File: src/core/rtc_status_consts.svh
// Offsets, bit positions, reset values and sizes of the clock status block
`ifndef RTC_STATUS_CONSTS_SVH
`define RTC_STATUS_CONSTS_SVH
`define OFS_EVENT_STATUS 32'h0FFFFEC8
`define OFS_STATUS_CLEAR 32'hFFFFFECC
`define OFS_IRQ_ENABLE 32'hFFFFFED0
`define OFS_IRQ_DISABLE 32'hFFFFFED4
`define OFS_IRQ_MASK 32'hFFFFFED8
`define OFS_ENTRY_VALIDITY 32'hFFFFFEDC
`define OFS_EVENT_SELECT 32'hFFFFFEE0
`define BIT_UPDATE_ACK 0
`define BIT_ALARM 1
`define BIT_SECOND 2
`define BIT_TIME_EVENT 3
`define BIT_CAL_EVENT 4
`define BIT_BAD_TIME 0
`define BIT_BAD_CAL 1
`define BIT_BAD_TIME_ALARM 2
`define BIT_BAD_CAL_ALARM 3
`define TSEL_LSB 0
`define TSEL_MSB 1
`define CSEL_LSB 4
`define CSEL_MSB 5
`define FLAG_COUNT 5
`define VALID_COUNT 4
`define SYNC_COUNT 14
`define RST_STATUS 5'h00
`define RST_MASK 5'h00
`define RST_VALID 4'h0
`define RST_SELECT 2'h0
`define RST_WORD 32'h00000000
`endif

File: src/core/rtc_status_pkg.sv
// Types shared by the clock status block
package rtc_status_pkg;
    typedef enum logic [1:0] {
        TSEL_MINUTE,
        TSEL_HOUR,
        TSEL_MIDNIGHT,
        TSEL_NOON
    } time_sel_t;
    typedef enum logic [1:0] {
        CSEL_WEEK,
        CSEL_MONTH,
        CSEL_YEAR,
        CSEL_NONE
    } cal_sel_t;
    typedef logic [4:0] flags_t;
    typedef logic [3:0] valid_t;
endpackage : rtc_status_pkg

File: src/core/rtc_status_irq.sv
// Status flags, interrupt mask and entry validity of the calendar clock
//
// The implementer's own choice: the strobed register port.
`timescale 1ns/1ps
`default_nettype none
`include "rtc_status_consts.svh"

module rtc_status_irq (
    input wire logic clock,
    input wire logic arst_n,
    input wire logic [31:0] address,
    input wire logic [31:0] writeData,
    input wire logic writeStrobe,
    input wire logic readStrobe,
    output logic [31:0] readData,
    output logic interrupt,
    input wire logic updateAckEvent,
    input wire logic alarmMatch,
    input wire logic secondTick,
    input wire logic minuteTick,
    input wire logic hourTick,
    input wire logic midnightTick,
    input wire logic noonTick,
    input wire logic weekTick,
    input wire logic monthTick,
    input wire logic yearTick,
    input wire logic badTimeValue,
    input wire logic badCalendarValue,
    input wire logic badTimeAlarmValue,
    input wire logic badCalendarAlarmValue
);

    function automatic logic hitAt(input logic [31:0] a, input logic [31:0] o);
        hitAt = (a == o);
    endfunction : hitAt

    // Slow-domain inputs: two flops to settle, a third for edge detection
    logic [`SYNC_COUNT-1:0] rawIn;
    logic [`SYNC_COUNT-1:0] sync1_q;
    logic [`SYNC_COUNT-1:0] sync2_q;
    logic [`SYNC_COUNT-1:0] sync3_q;
    logic [`SYNC_COUNT-1:0] rise;

    assign rawIn = {badCalendarAlarmValue, badTimeAlarmValue, badCalendarValue,
                    badTimeValue, yearTick, monthTick, weekTick, noonTick,
                    midnightTick, hourTick, minuteTick, secondTick, alarmMatch,
                    updateAckEvent};

    genvar g;
    generate
        for (g = 0; g < `SYNC_COUNT; g++) begin : gSync
            always_ff @(posedge clock or negedge arst_n) begin
                if (!arst_n) begin
                    sync1_q[g] <= 1'h0;
                    sync2_q[g] <= 1'h0;
                    sync3_q[g] <= 1'h0;
                end else begin
                    sync1_q[g] <= rawIn[g];
                    sync2_q[g] <= sync1_q[g];
                    sync3_q[g] <= sync2_q[g];
                end
            end
        end
    endgenerate

    // Slow pulses span many fast cycles, so only the rising edge counts
    assign rise = sync2_q & ~sync3_q;

    logic writeClear;
    logic writeEnable;
    logic writeDisable;
    logic writeSelect;

    assign writeClear = writeStrobe && hitAt(address, `OFS_STATUS_CLEAR);
    assign writeEnable = writeStrobe && hitAt(address, `OFS_IRQ_ENABLE);
    assign writeDisable = writeStrobe && hitAt(address, `OFS_IRQ_DISABLE);
    assign writeSelect = writeStrobe && hitAt(address, `OFS_EVENT_SELECT);

    // Event selection
    rtc_status_pkg::time_sel_t timeSel_q;
    rtc_status_pkg::cal_sel_t calSel_q;

    always_ff @(posedge clock or negedge arst_n) begin
        if (!arst_n) begin
            timeSel_q <= rtc_status_pkg::time_sel_t'(`RST_SELECT);
            calSel_q <= rtc_status_pkg::cal_sel_t'(`RST_SELECT);
        end else if (writeSelect) begin
            timeSel_q <= rtc_status_pkg::time_sel_t'(writeData[`TSEL_MSB:`TSEL_LSB]);
            calSel_q <= rtc_status_pkg::cal_sel_t'(writeData[`CSEL_MSB:`CSEL_LSB]);
        end
    end

    logic timeEvent;
    logic calEvent;

    always_comb begin
        case (timeSel_q)
            rtc_status_pkg::TSEL_MINUTE: timeEvent = rise[3];
            rtc_status_pkg::TSEL_HOUR: timeEvent = rise[4];
            rtc_status_pkg::TSEL_MIDNIGHT: timeEvent = rise[5];
            rtc_status_pkg::TSEL_NOON: timeEvent = rise[6];
            default: timeEvent = 1'h0;
        endcase
    end

    always_comb begin
        case (calSel_q)
            rtc_status_pkg::CSEL_WEEK: calEvent = rise[7];
            rtc_status_pkg::CSEL_MONTH: calEvent = rise[8];
            rtc_status_pkg::CSEL_YEAR: calEvent = rise[9];
            default: calEvent = 1'h0;
        endcase
    end

    rtc_status_pkg::flags_t eventHit;
    rtc_status_pkg::flags_t clearBits;
    rtc_status_pkg::flags_t status_d;
    rtc_status_pkg::flags_t status_q;

    always_comb begin
        eventHit = `RST_STATUS;
        eventHit[`BIT_UPDATE_ACK] = rise[0];
        eventHit[`BIT_ALARM] = rise[1];
        eventHit[`BIT_SECOND] = rise[2];
        eventHit[`BIT_TIME_EVENT] = timeEvent;
        eventHit[`BIT_CAL_EVENT] = calEvent;
    end

    assign clearBits = writeClear ? writeData[`FLAG_COUNT-1:0] : `RST_STATUS;
    // A new event in the clearing cycle wins, so no event is lost
    assign status_d = (status_q & ~clearBits) | eventHit;

    always_ff @(posedge clock or negedge arst_n) begin
        if (!arst_n) begin
            status_q <= `RST_STATUS;
        end else begin
            status_q <= status_d;
        end
    end

    // Enable and disable live at different offsets and never collide
    rtc_status_pkg::flags_t mask_d;
    rtc_status_pkg::flags_t mask_q;

    always_comb begin
        mask_d = mask_q;
        if (writeEnable) begin
            mask_d = mask_q | writeData[`FLAG_COUNT-1:0];
        end
        if (writeDisable) begin
            mask_d = mask_q & ~writeData[`FLAG_COUNT-1:0];
        end
    end

    always_ff @(posedge clock or negedge arst_n) begin
        if (!arst_n) begin
            mask_q <= `RST_MASK;
        end else begin
            mask_q <= mask_d;
        end
    end

    // Validity follows the counter block's checks of each stored entry
    rtc_status_pkg::valid_t valid_q;

    always_ff @(posedge clock or negedge arst_n) begin
        if (!arst_n) begin
            valid_q <= `RST_VALID;
        end else begin
            valid_q <= sync2_q[`SYNC_COUNT-1:`SYNC_COUNT-`VALID_COUNT];
        end
    end

    // Interrupt taken from next values so it tracks the flops exactly
    logic irq_q;

    always_ff @(posedge clock or negedge arst_n) begin
        if (!arst_n) begin
            irq_q <= 1'h0;
        end else begin
            irq_q <= |(status_d & mask_d);
        end
    end

    assign interrupt = irq_q;

    logic [31:0] readD;
    logic [31:0] readData_q;

    always_comb begin
        readD = `RST_WORD;
        if (readStrobe) begin
            case (address)
                `OFS_EVENT_STATUS: readD[`FLAG_COUNT-1:0] = status_q;
                `OFS_IRQ_MASK: readD[`FLAG_COUNT-1:0] = mask_q;
                `OFS_ENTRY_VALIDITY: readD[`VALID_COUNT-1:0] = valid_q;
                `OFS_EVENT_SELECT: begin
                    readD[`TSEL_MSB:`TSEL_LSB] = timeSel_q;
                    readD[`CSEL_MSB:`CSEL_LSB] = calSel_q;
                end
                default: readD = `RST_WORD;
            endcase
        end
    end

    always_ff @(posedge clock or negedge arst_n) begin
        if (!arst_n) begin
            readData_q <= `RST_WORD;
        end else begin
            readData_q <= readD;
        end
    end

    assign readData = readData_q;
endmodule : rtc_status_irq
`default_nettype wire

File: config.mk
export PLATFORM = sky130hd
export DESIGN_NAME = rtc_status_irq
export DESIGN_NICKNAME = d
export VERILOG_FILES = /design/src/core/rtc_status_pkg.sv /design/src/core/rtc_status_irq.sv
export VERILOG_INCLUDE_DIRS = /design/src /design/src/core
export SDC_FILE = /design/constraint.sdc
export NUM_CORES = 1
export LEC_CHECK = 0
export BUFFER_PORTS_ARGS = -buffer_cell sky130_fd_sc_hd__buf_2
export CAP_MARGIN = 20
export CORE_ASPECT_RATIO = 1.4
export CORE_MARGIN = 5
export CORE_UTILIZATION = 30
export DETAILED_ROUTE_END_ITERATION = 12
export SYNTH_ARGS = -nofsm -noshare
export SYNTH_HDL_FRONTEND = slang
export SYNTH_SLANG_ARGS = --single-unit
File: constraint.sdc
create_clock -name clock -period 2 [get_ports clock]
set_input_delay 0.3 -clock clock [delete_from_list [all_inputs] [get_ports clock]]
set_output_delay 0.3 -clock clock [all_outputs]
set_load 0.02 [all_outputs]
After elaboration in Yosys (flattened, before gate mapping)
Index checks and enable logic that the tools add are counted.

storage, ports and cells
  flip-flop bits (word level) = 63
  input port bits = 82
  output and inout port bits = 33
  word-level logic and storage cells = 83

cells by class
  equal/unequal tests = 12
  mux-type cells = 10
  bitwise logic cells = 9
  reductions and logical operators = 7

operators with widths
  operator                                                           number
  32-bit == test, second input constant                              6
  32-bit by 28-bit == test with 1-bit output, second input constant  1
  5-bit bitwise AND                                                  3
  5-bit 2-to-1 mux                                                   3
  10-bit bitwise AND                                                 1
  10-bit inverter                                                    1
  5-bit inverter                                                     2
  5-bit bitwise OR                                                   2
  2-bit case mux with 4 select lines                                 1
  2-bit == test, second input constant                               3
  6-bit 2-to-1 mux                                                   1
  1-bit case mux with 3 select lines                                 2
  2-bit case mux with 3 select lines                                 1
  5-bit OR reduction                                                 1
  2-bit by 1-bit == test with 1-bit output, second input constant    2
  1-bit logical AND                                                  4
  2-bit logical NOT                                                  2
  1-bit case mux with 4 select lines                                 1
  1-bit 2-to-1 mux                                                   1

Longest topological paths before layout
  word-level depth = 8
  mapped depth = 7

Worst setup path before layout
Ideal clock, no wire load.

  kind = input to register
  start point = in address[8]
  end point = reg calSel_q[0]
  data arrival time = 1.660 ns
  path slack = 0.213 ns
  stages on the path = 6
  path through = nand4b_1 nor3_2 nand2_1 nor4_4 nand2_2 mux2_1

between the ends
  cells in the longest elaborated chain, start to end = 2

RTL lines
  element               line                  source
  start, declared       rtc_status_irq.sv:11  input wire logic [31:0] address,
  32-bit == test        rtc_status_irq.sv:34  hitAt = (a == o);
  1-bit logical AND     rtc_status_irq.sv:77  assign writeSelect = writeStrobe && hitAt(address, `OFS_EVENT_SELECT);
  end signal, assigned  rtc_status_irq.sv:86  calSel_q <= rtc_status_pkg::cal_sel_t'(`RST_SELECT);
  end signal, assigned  rtc_status_irq.sv:89  calSel_q <= rtc_status_pkg::cal_sel_t'(writeData[`CSEL_MSB:`CSEL_LSB]);
  end, declared         rtc_status_irq.sv:81  rtc_status_pkg::cal_sel_t calSel_q;

Every way passes these cells.
A chain may end at the register's enable or synchronous reset.

Worst setup path in the final report
  start point = in address[5]
  end point = reg irq_q, in the netlist interrupt

between the ends
  cells in the longest elaborated chain, start to end = 8

RTL lines
  element                     line                   source
  32-bit == test              rtc_status_irq.sv:34
  1-bit logical AND           rtc_status_irq.sv:74   assign writeClear = writeStrobe && hitAt(address, `OFS_STATUS_CLEAR);
  5-bit 2-to-1 mux (no line)  --
  5-bit inverter              rtc_status_irq.sv:131  assign status_d = (status_q & ~clearBits) | eventHit;
  5-bit bitwise AND           rtc_status_irq.sv:131
  5-bit bitwise OR            rtc_status_irq.sv:131
  5-bit bitwise AND *         rtc_status_irq.sv:181  irq_q <= |(status_d & mask_d);
  5-bit OR reduction *        rtc_status_irq.sv:181
  end signal, assigned        rtc_status_irq.sv:181
  end, declared               rtc_status_irq.sv:175  logic irq_q;

Every way passes the cells marked *; elsewhere a longest branch is shown, timed or not.

==> run summary <==
The count of flip-flops with a built-in enable after synthesis was 0. The worst setup path is captured at a flip-flop. In this run the power density over the cells is 998 nW/um^2.

The run gives 1839 as the number of global-route vias before repair. For this run, asynchronously set or reset flops after synthesis account for 100%. The min-delay analysis places its worst path in the category in -> reg. The tools report the starting utilization of the core area as 30.4%. In this run, distinct cell masters in the synthesized netlist total 38. TritonCTS built the clock tree. Max-cap violations in this run came to 0. The pre-antenna-repair detailed-routing pass consisted of 4 iterations.

The post-place setup slack is -0.148 ns. In this run the most critical hold path is launched from yearTick. The logs give 4.98 mm for the sum of routed wire length over all layers and 8.16 mm for the first-pass GRT wire length. The number of antenna diodes in the final layout is 0.

The layout has 790 filler cells. Setup repair after global routing left no endpoint under its margin. Across all register-to-register paths, the minimum setup slack is 0.50 ns. Summed over all cells, the static leakage comes to 1.59 nW. The critical path is of the in -> reg type. The clock transition at the registers of the reported paths works out to 0.06 ns. The initial detailed-routing violation count is 114. Compared with the post-synthesis result, the final layout area differs by 32.5%. The run gives 0 ns as the final setup TNS.

The total number of H-tree levels is 3, and the final cycle utilization of the critical path is 91.2%. Data on the critical path arrives at its endpoint at 2.00 ns. Detailed routing inserted a total of 1668 vias. The total of buffers placed on input and output ports was 62.

The top flip-flop cell by instance count after synthesis is sky130_fd_sc_hd__dfrtp_1. The number of cells traversed by the worst hold path was 1; the number of post-CTS setup repair buffers was 0. The maximum single-stage delay on the critical path works out to 0.57 ns. The most numerous cell type found on the critical path is sky130_fd_sc_hd__nand4_1. The endpoint identified for the worst register-to-register timing path is interrupt.

Hold is met by 0.0842 ns. The later pin in the worst-skew pair is clocked with a latency of 0.32 ns. The run gives 10200 um^2 as the die outline area.

The design draws 3.26 mW. In the final layout, the share of cells above drive strength 1 is 35.2%. Among all stages on the critical path, the largest delay is contributed by sky130_fd_sc_hd__or4b_4. The tools report the sink of the worst hold path as sync1_q[9]. The logs give 0.00449 ns for the worst-case clock skew and 0 for the number of warnings printed during yosys synthesis. The initialized floorplan defines 39 standard-cell rows. Once detailed placement completed, the half-perimeter wirelength came to 3.76 mm.

For this run, design rule violations remaining after detail routing come to 0. Once the clock tree was built, the resizer swapped 0 gates to a different size. The cell area that synthesis handed to floorplanning was 2460 um^2.

For the worst setup path, the data required time is 2.18 ns. The per-cell via count in the routed design was 4.36; the floorplan die width was 86.6 um. At the end of routability-driven placement, the weighted congestion stood at 0.835. Sequential elements use 64.0% of the synthesized area. Number of standard cells after synthesis: 190. The worst reg2reg path depth came out at 6. After synthesis the netlist holds a flip-flop and latch count of 63. The number of buffers created by CTS is 9. The clock sink count was 63. In this run the remaining antenna-violating nets after routing total 0.

The minimum clock period after layout is 1.82 ns. The maximum number of pins on one net before global-route repair is 64. The worst setup path is launched from a primary input. The tree is rooted in a sky130_fd_sc_hd__clkbuf_16. The final-report max-slew violation count was 0; the final layout net count was 358.

The average wire per cell in the routed design came out at 13.0 um. The floorplan step defined a core boundary enclosing 8100 um^2. IR analysis of the VDD net gives a maximum drop of 0.000509 V. The tools report the number of antenna violations at the first check in global routing as 0. Across every metal layer, demand over resource in global routing totals 10.5%. The total congestion overflow came out at 0. Derived from the worst setup path, the maximum achievable clock frequency is 0.548 GHz. The final count of hold timing violations was 0.

115 I/O pins were placed. For the maximum buffer depth of the clock tree, the log shows 2. Die boundary height: 117 um. Dividing the synthesized area by the synthesized cell count gives 13.0 um^2.

Walking the worst path, the cells encountered are buf_2 > or4b_4 > nor3_1 > nand4_1 > a21oi_1 > o22a_1 > nand4_1. The worst register-to-register path begins at timeSel_q[0]. The maximum net fanout on the critical path is 4.

The worst path meets setup with 0.176 ns of slack. The run finished with clean final reports. Setup violations remaining at the end of the flow were counted as 0.
-- how the worst max path moves through the flow --
stage / startpoint / end / slack [ns] / cells after the start
floorplan: address[8] / calSel_q[0] / 0.21 / 6
global placement: address[5] / interrupt / -0.14 / 7
detailed placement: address[5] / interrupt / -0.15 / 7
CTS: address[5] / interrupt / 0.18 / 7
global route: address[5] / interrupt / 0.14 / 7
finish: address[5] / interrupt / 0.18 / 7
-- state kept, by name, indices dropped and copies added, names as in the netlist --
name	flops
calSel_q	2
interrupt	1
mask_q	5
readData	6
status_q	5
sync1_q	14
sync2_q	14
sync3_q	10
timeSel_q	2
valid_q	4
-- routing by layer --
layer	wire [um]	GRT usage (%)	vias to the layer above
met4	159	7.28	0
met5	0	0	-
met3	505	3.29	13
li1	-	-	814
met1	1980	11.5	757
met2	2340	17.3	84
-- power by group --
part / switching, mW / internal [mW] / total, mW / leakage, nW
Clock: 0.543 / 1.22 / 1.76 / 0.166
Combinational: 0.107 / 0.0591 / 0.166 / 0.665
Sequential: 0.0125 / 1.32 / 1.33 / 0.757
-- logic make-up (layout without fill, tap and decap cells) --
kind of cell           after synthesis  in the layout  synth area share, %
flip-flops                          63             63                 64.0
AND/OR/NAND/NOR                     56             56                 14.9
buffers and inverters               38            104                 10.1
AO/OA/AOI/OAI                       23             23                 6.95
multiplexers                         9              9                 4.01
other                                1             26                0.152
-- cell type report --
| class | count | area, um^2 | area share (%) |
|---|---|---|---|
| sequential | 63 | 1580 | 48.3 |
| multi-input combinational | 114 | 734 | 22.5 |
| timing repair buffer | 78 | 445 | 13.6 |
| clock buffer | 9 | 225 | 6.89 |
| tap | 102 | 128 | 3.91 |
| clock inverter | 7 | 120 | 3.68 |
| inverter | 10 | 37.5 | 1.15 |
-- worst max-delay path: cells and delay by family --
| family | cells | cell delay (ns) |
|---|---|---|
| AOI/OAI and AO/OA | 2 | 0.43 |
| buffers and inverters | 1 | 0.11 |
| and+or+nand+nor | 4 | 1.17 |
-- cells in the final DEF (no fill, tap or decap), types with 2 or more instances in the layout --
cell / Yosys / routed
sky130_fd_sc_hd__nand3_1: 2 / 2
sky130_fd_sc_hd__inv_1: 10 / 10
sky130_fd_sc_hd__or2_1: 2 / 2
sky130_fd_sc_hd__bufinv_16: 0 / 3
sky130_fd_sc_hd__buf_2: 0 / 62
sky130_fd_sc_hd__and4_1: 4 / 4
sky130_fd_sc_hd__a222oi_1: 5 / 5
sky130_fd_sc_hd__a21oi_1: 5 / 5
sky130_fd_sc_hd__nor2b_1: 3 / 3
sky130_fd_sc_hd__nor3_1: 7 / 7
sky130_fd_sc_hd__nor2_1: 4 / 4
sky130_fd_sc_hd__conb_1: 1 / 26
sky130_fd_sc_hd__nand4_1: 13 / 13
sky130_fd_sc_hd__dfrtp_1: 63 / 63
sky130_fd_sc_hd__and3_1: 2 / 2
sky130_fd_sc_hd__nor3b_1: 2 / 2
sky130_fd_sc_hd__clkbuf_16: 0 / 9
sky130_fd_sc_hd__mux2_1: 7 / 7
sky130_fd_sc_hd__nand3b_1: 2 / 2
sky130_fd_sc_hd__o21ai_0: 3 / 3
sky130_fd_sc_hd__a21boi_1: 3 / 3
sky130_fd_sc_hd__buf_4: 26 / 14
sky130_fd_sc_hd__nand2_1: 7 / 7
sky130_fd_sc_hd__mux2i_1: 2 / 2
-- synth_stat cells (2+ instances only) --
cell                        n  area [um^2]
sky130_fd_sc_hd__dfrtp_1   63         1580
sky130_fd_sc_hd__buf_4     26          195
sky130_fd_sc_hd__nand4_1   13         81.3
sky130_fd_sc_hd__inv_1     10         37.5
sky130_fd_sc_hd__mux2_1     7         78.8
sky130_fd_sc_hd__nand2_1    7         26.3
sky130_fd_sc_hd__nor3_1     7         35.0
sky130_fd_sc_hd__a21oi_1    5         25.0
sky130_fd_sc_hd__a222oi_1   5         50.1
sky130_fd_sc_hd__and4_1     4         35.0
sky130_fd_sc_hd__nor2_1     4         15.0
sky130_fd_sc_hd__a21boi_1   3         22.5
sky130_fd_sc_hd__nor2b_1    3         18.8
sky130_fd_sc_hd__o21ai_0    3         15.0
sky130_fd_sc_hd__and3_1     2         12.5
sky130_fd_sc_hd__mux2i_1    2         20.0
sky130_fd_sc_hd__nand3_1    2         10.0
sky130_fd_sc_hd__nand3b_1   2         15.0
sky130_fd_sc_hd__nor3b_1    2         15.0
sky130_fd_sc_hd__or2_1      2         12.5
-- what timing repair did --
action,4_1_cts,5_1_grt
hold buffers,1,0
hold endpoints to repair,42,0
setup endpoints to repair,0,0
-- metrics by stage --
step / instances / utilization [%] / area, um^2
after floorplan: 215 / - / 2560
after global placement: 366 / 35.9 / 2910
after detailed placement: 366 / 35.9 / 2910
after CTS: 383 / 40.3 / 3270
after global routing: 383 / 40.3 / 3270
final: 383 / 40.3 / 3270
Note: power is estimated with default switching activity, not from simulation.
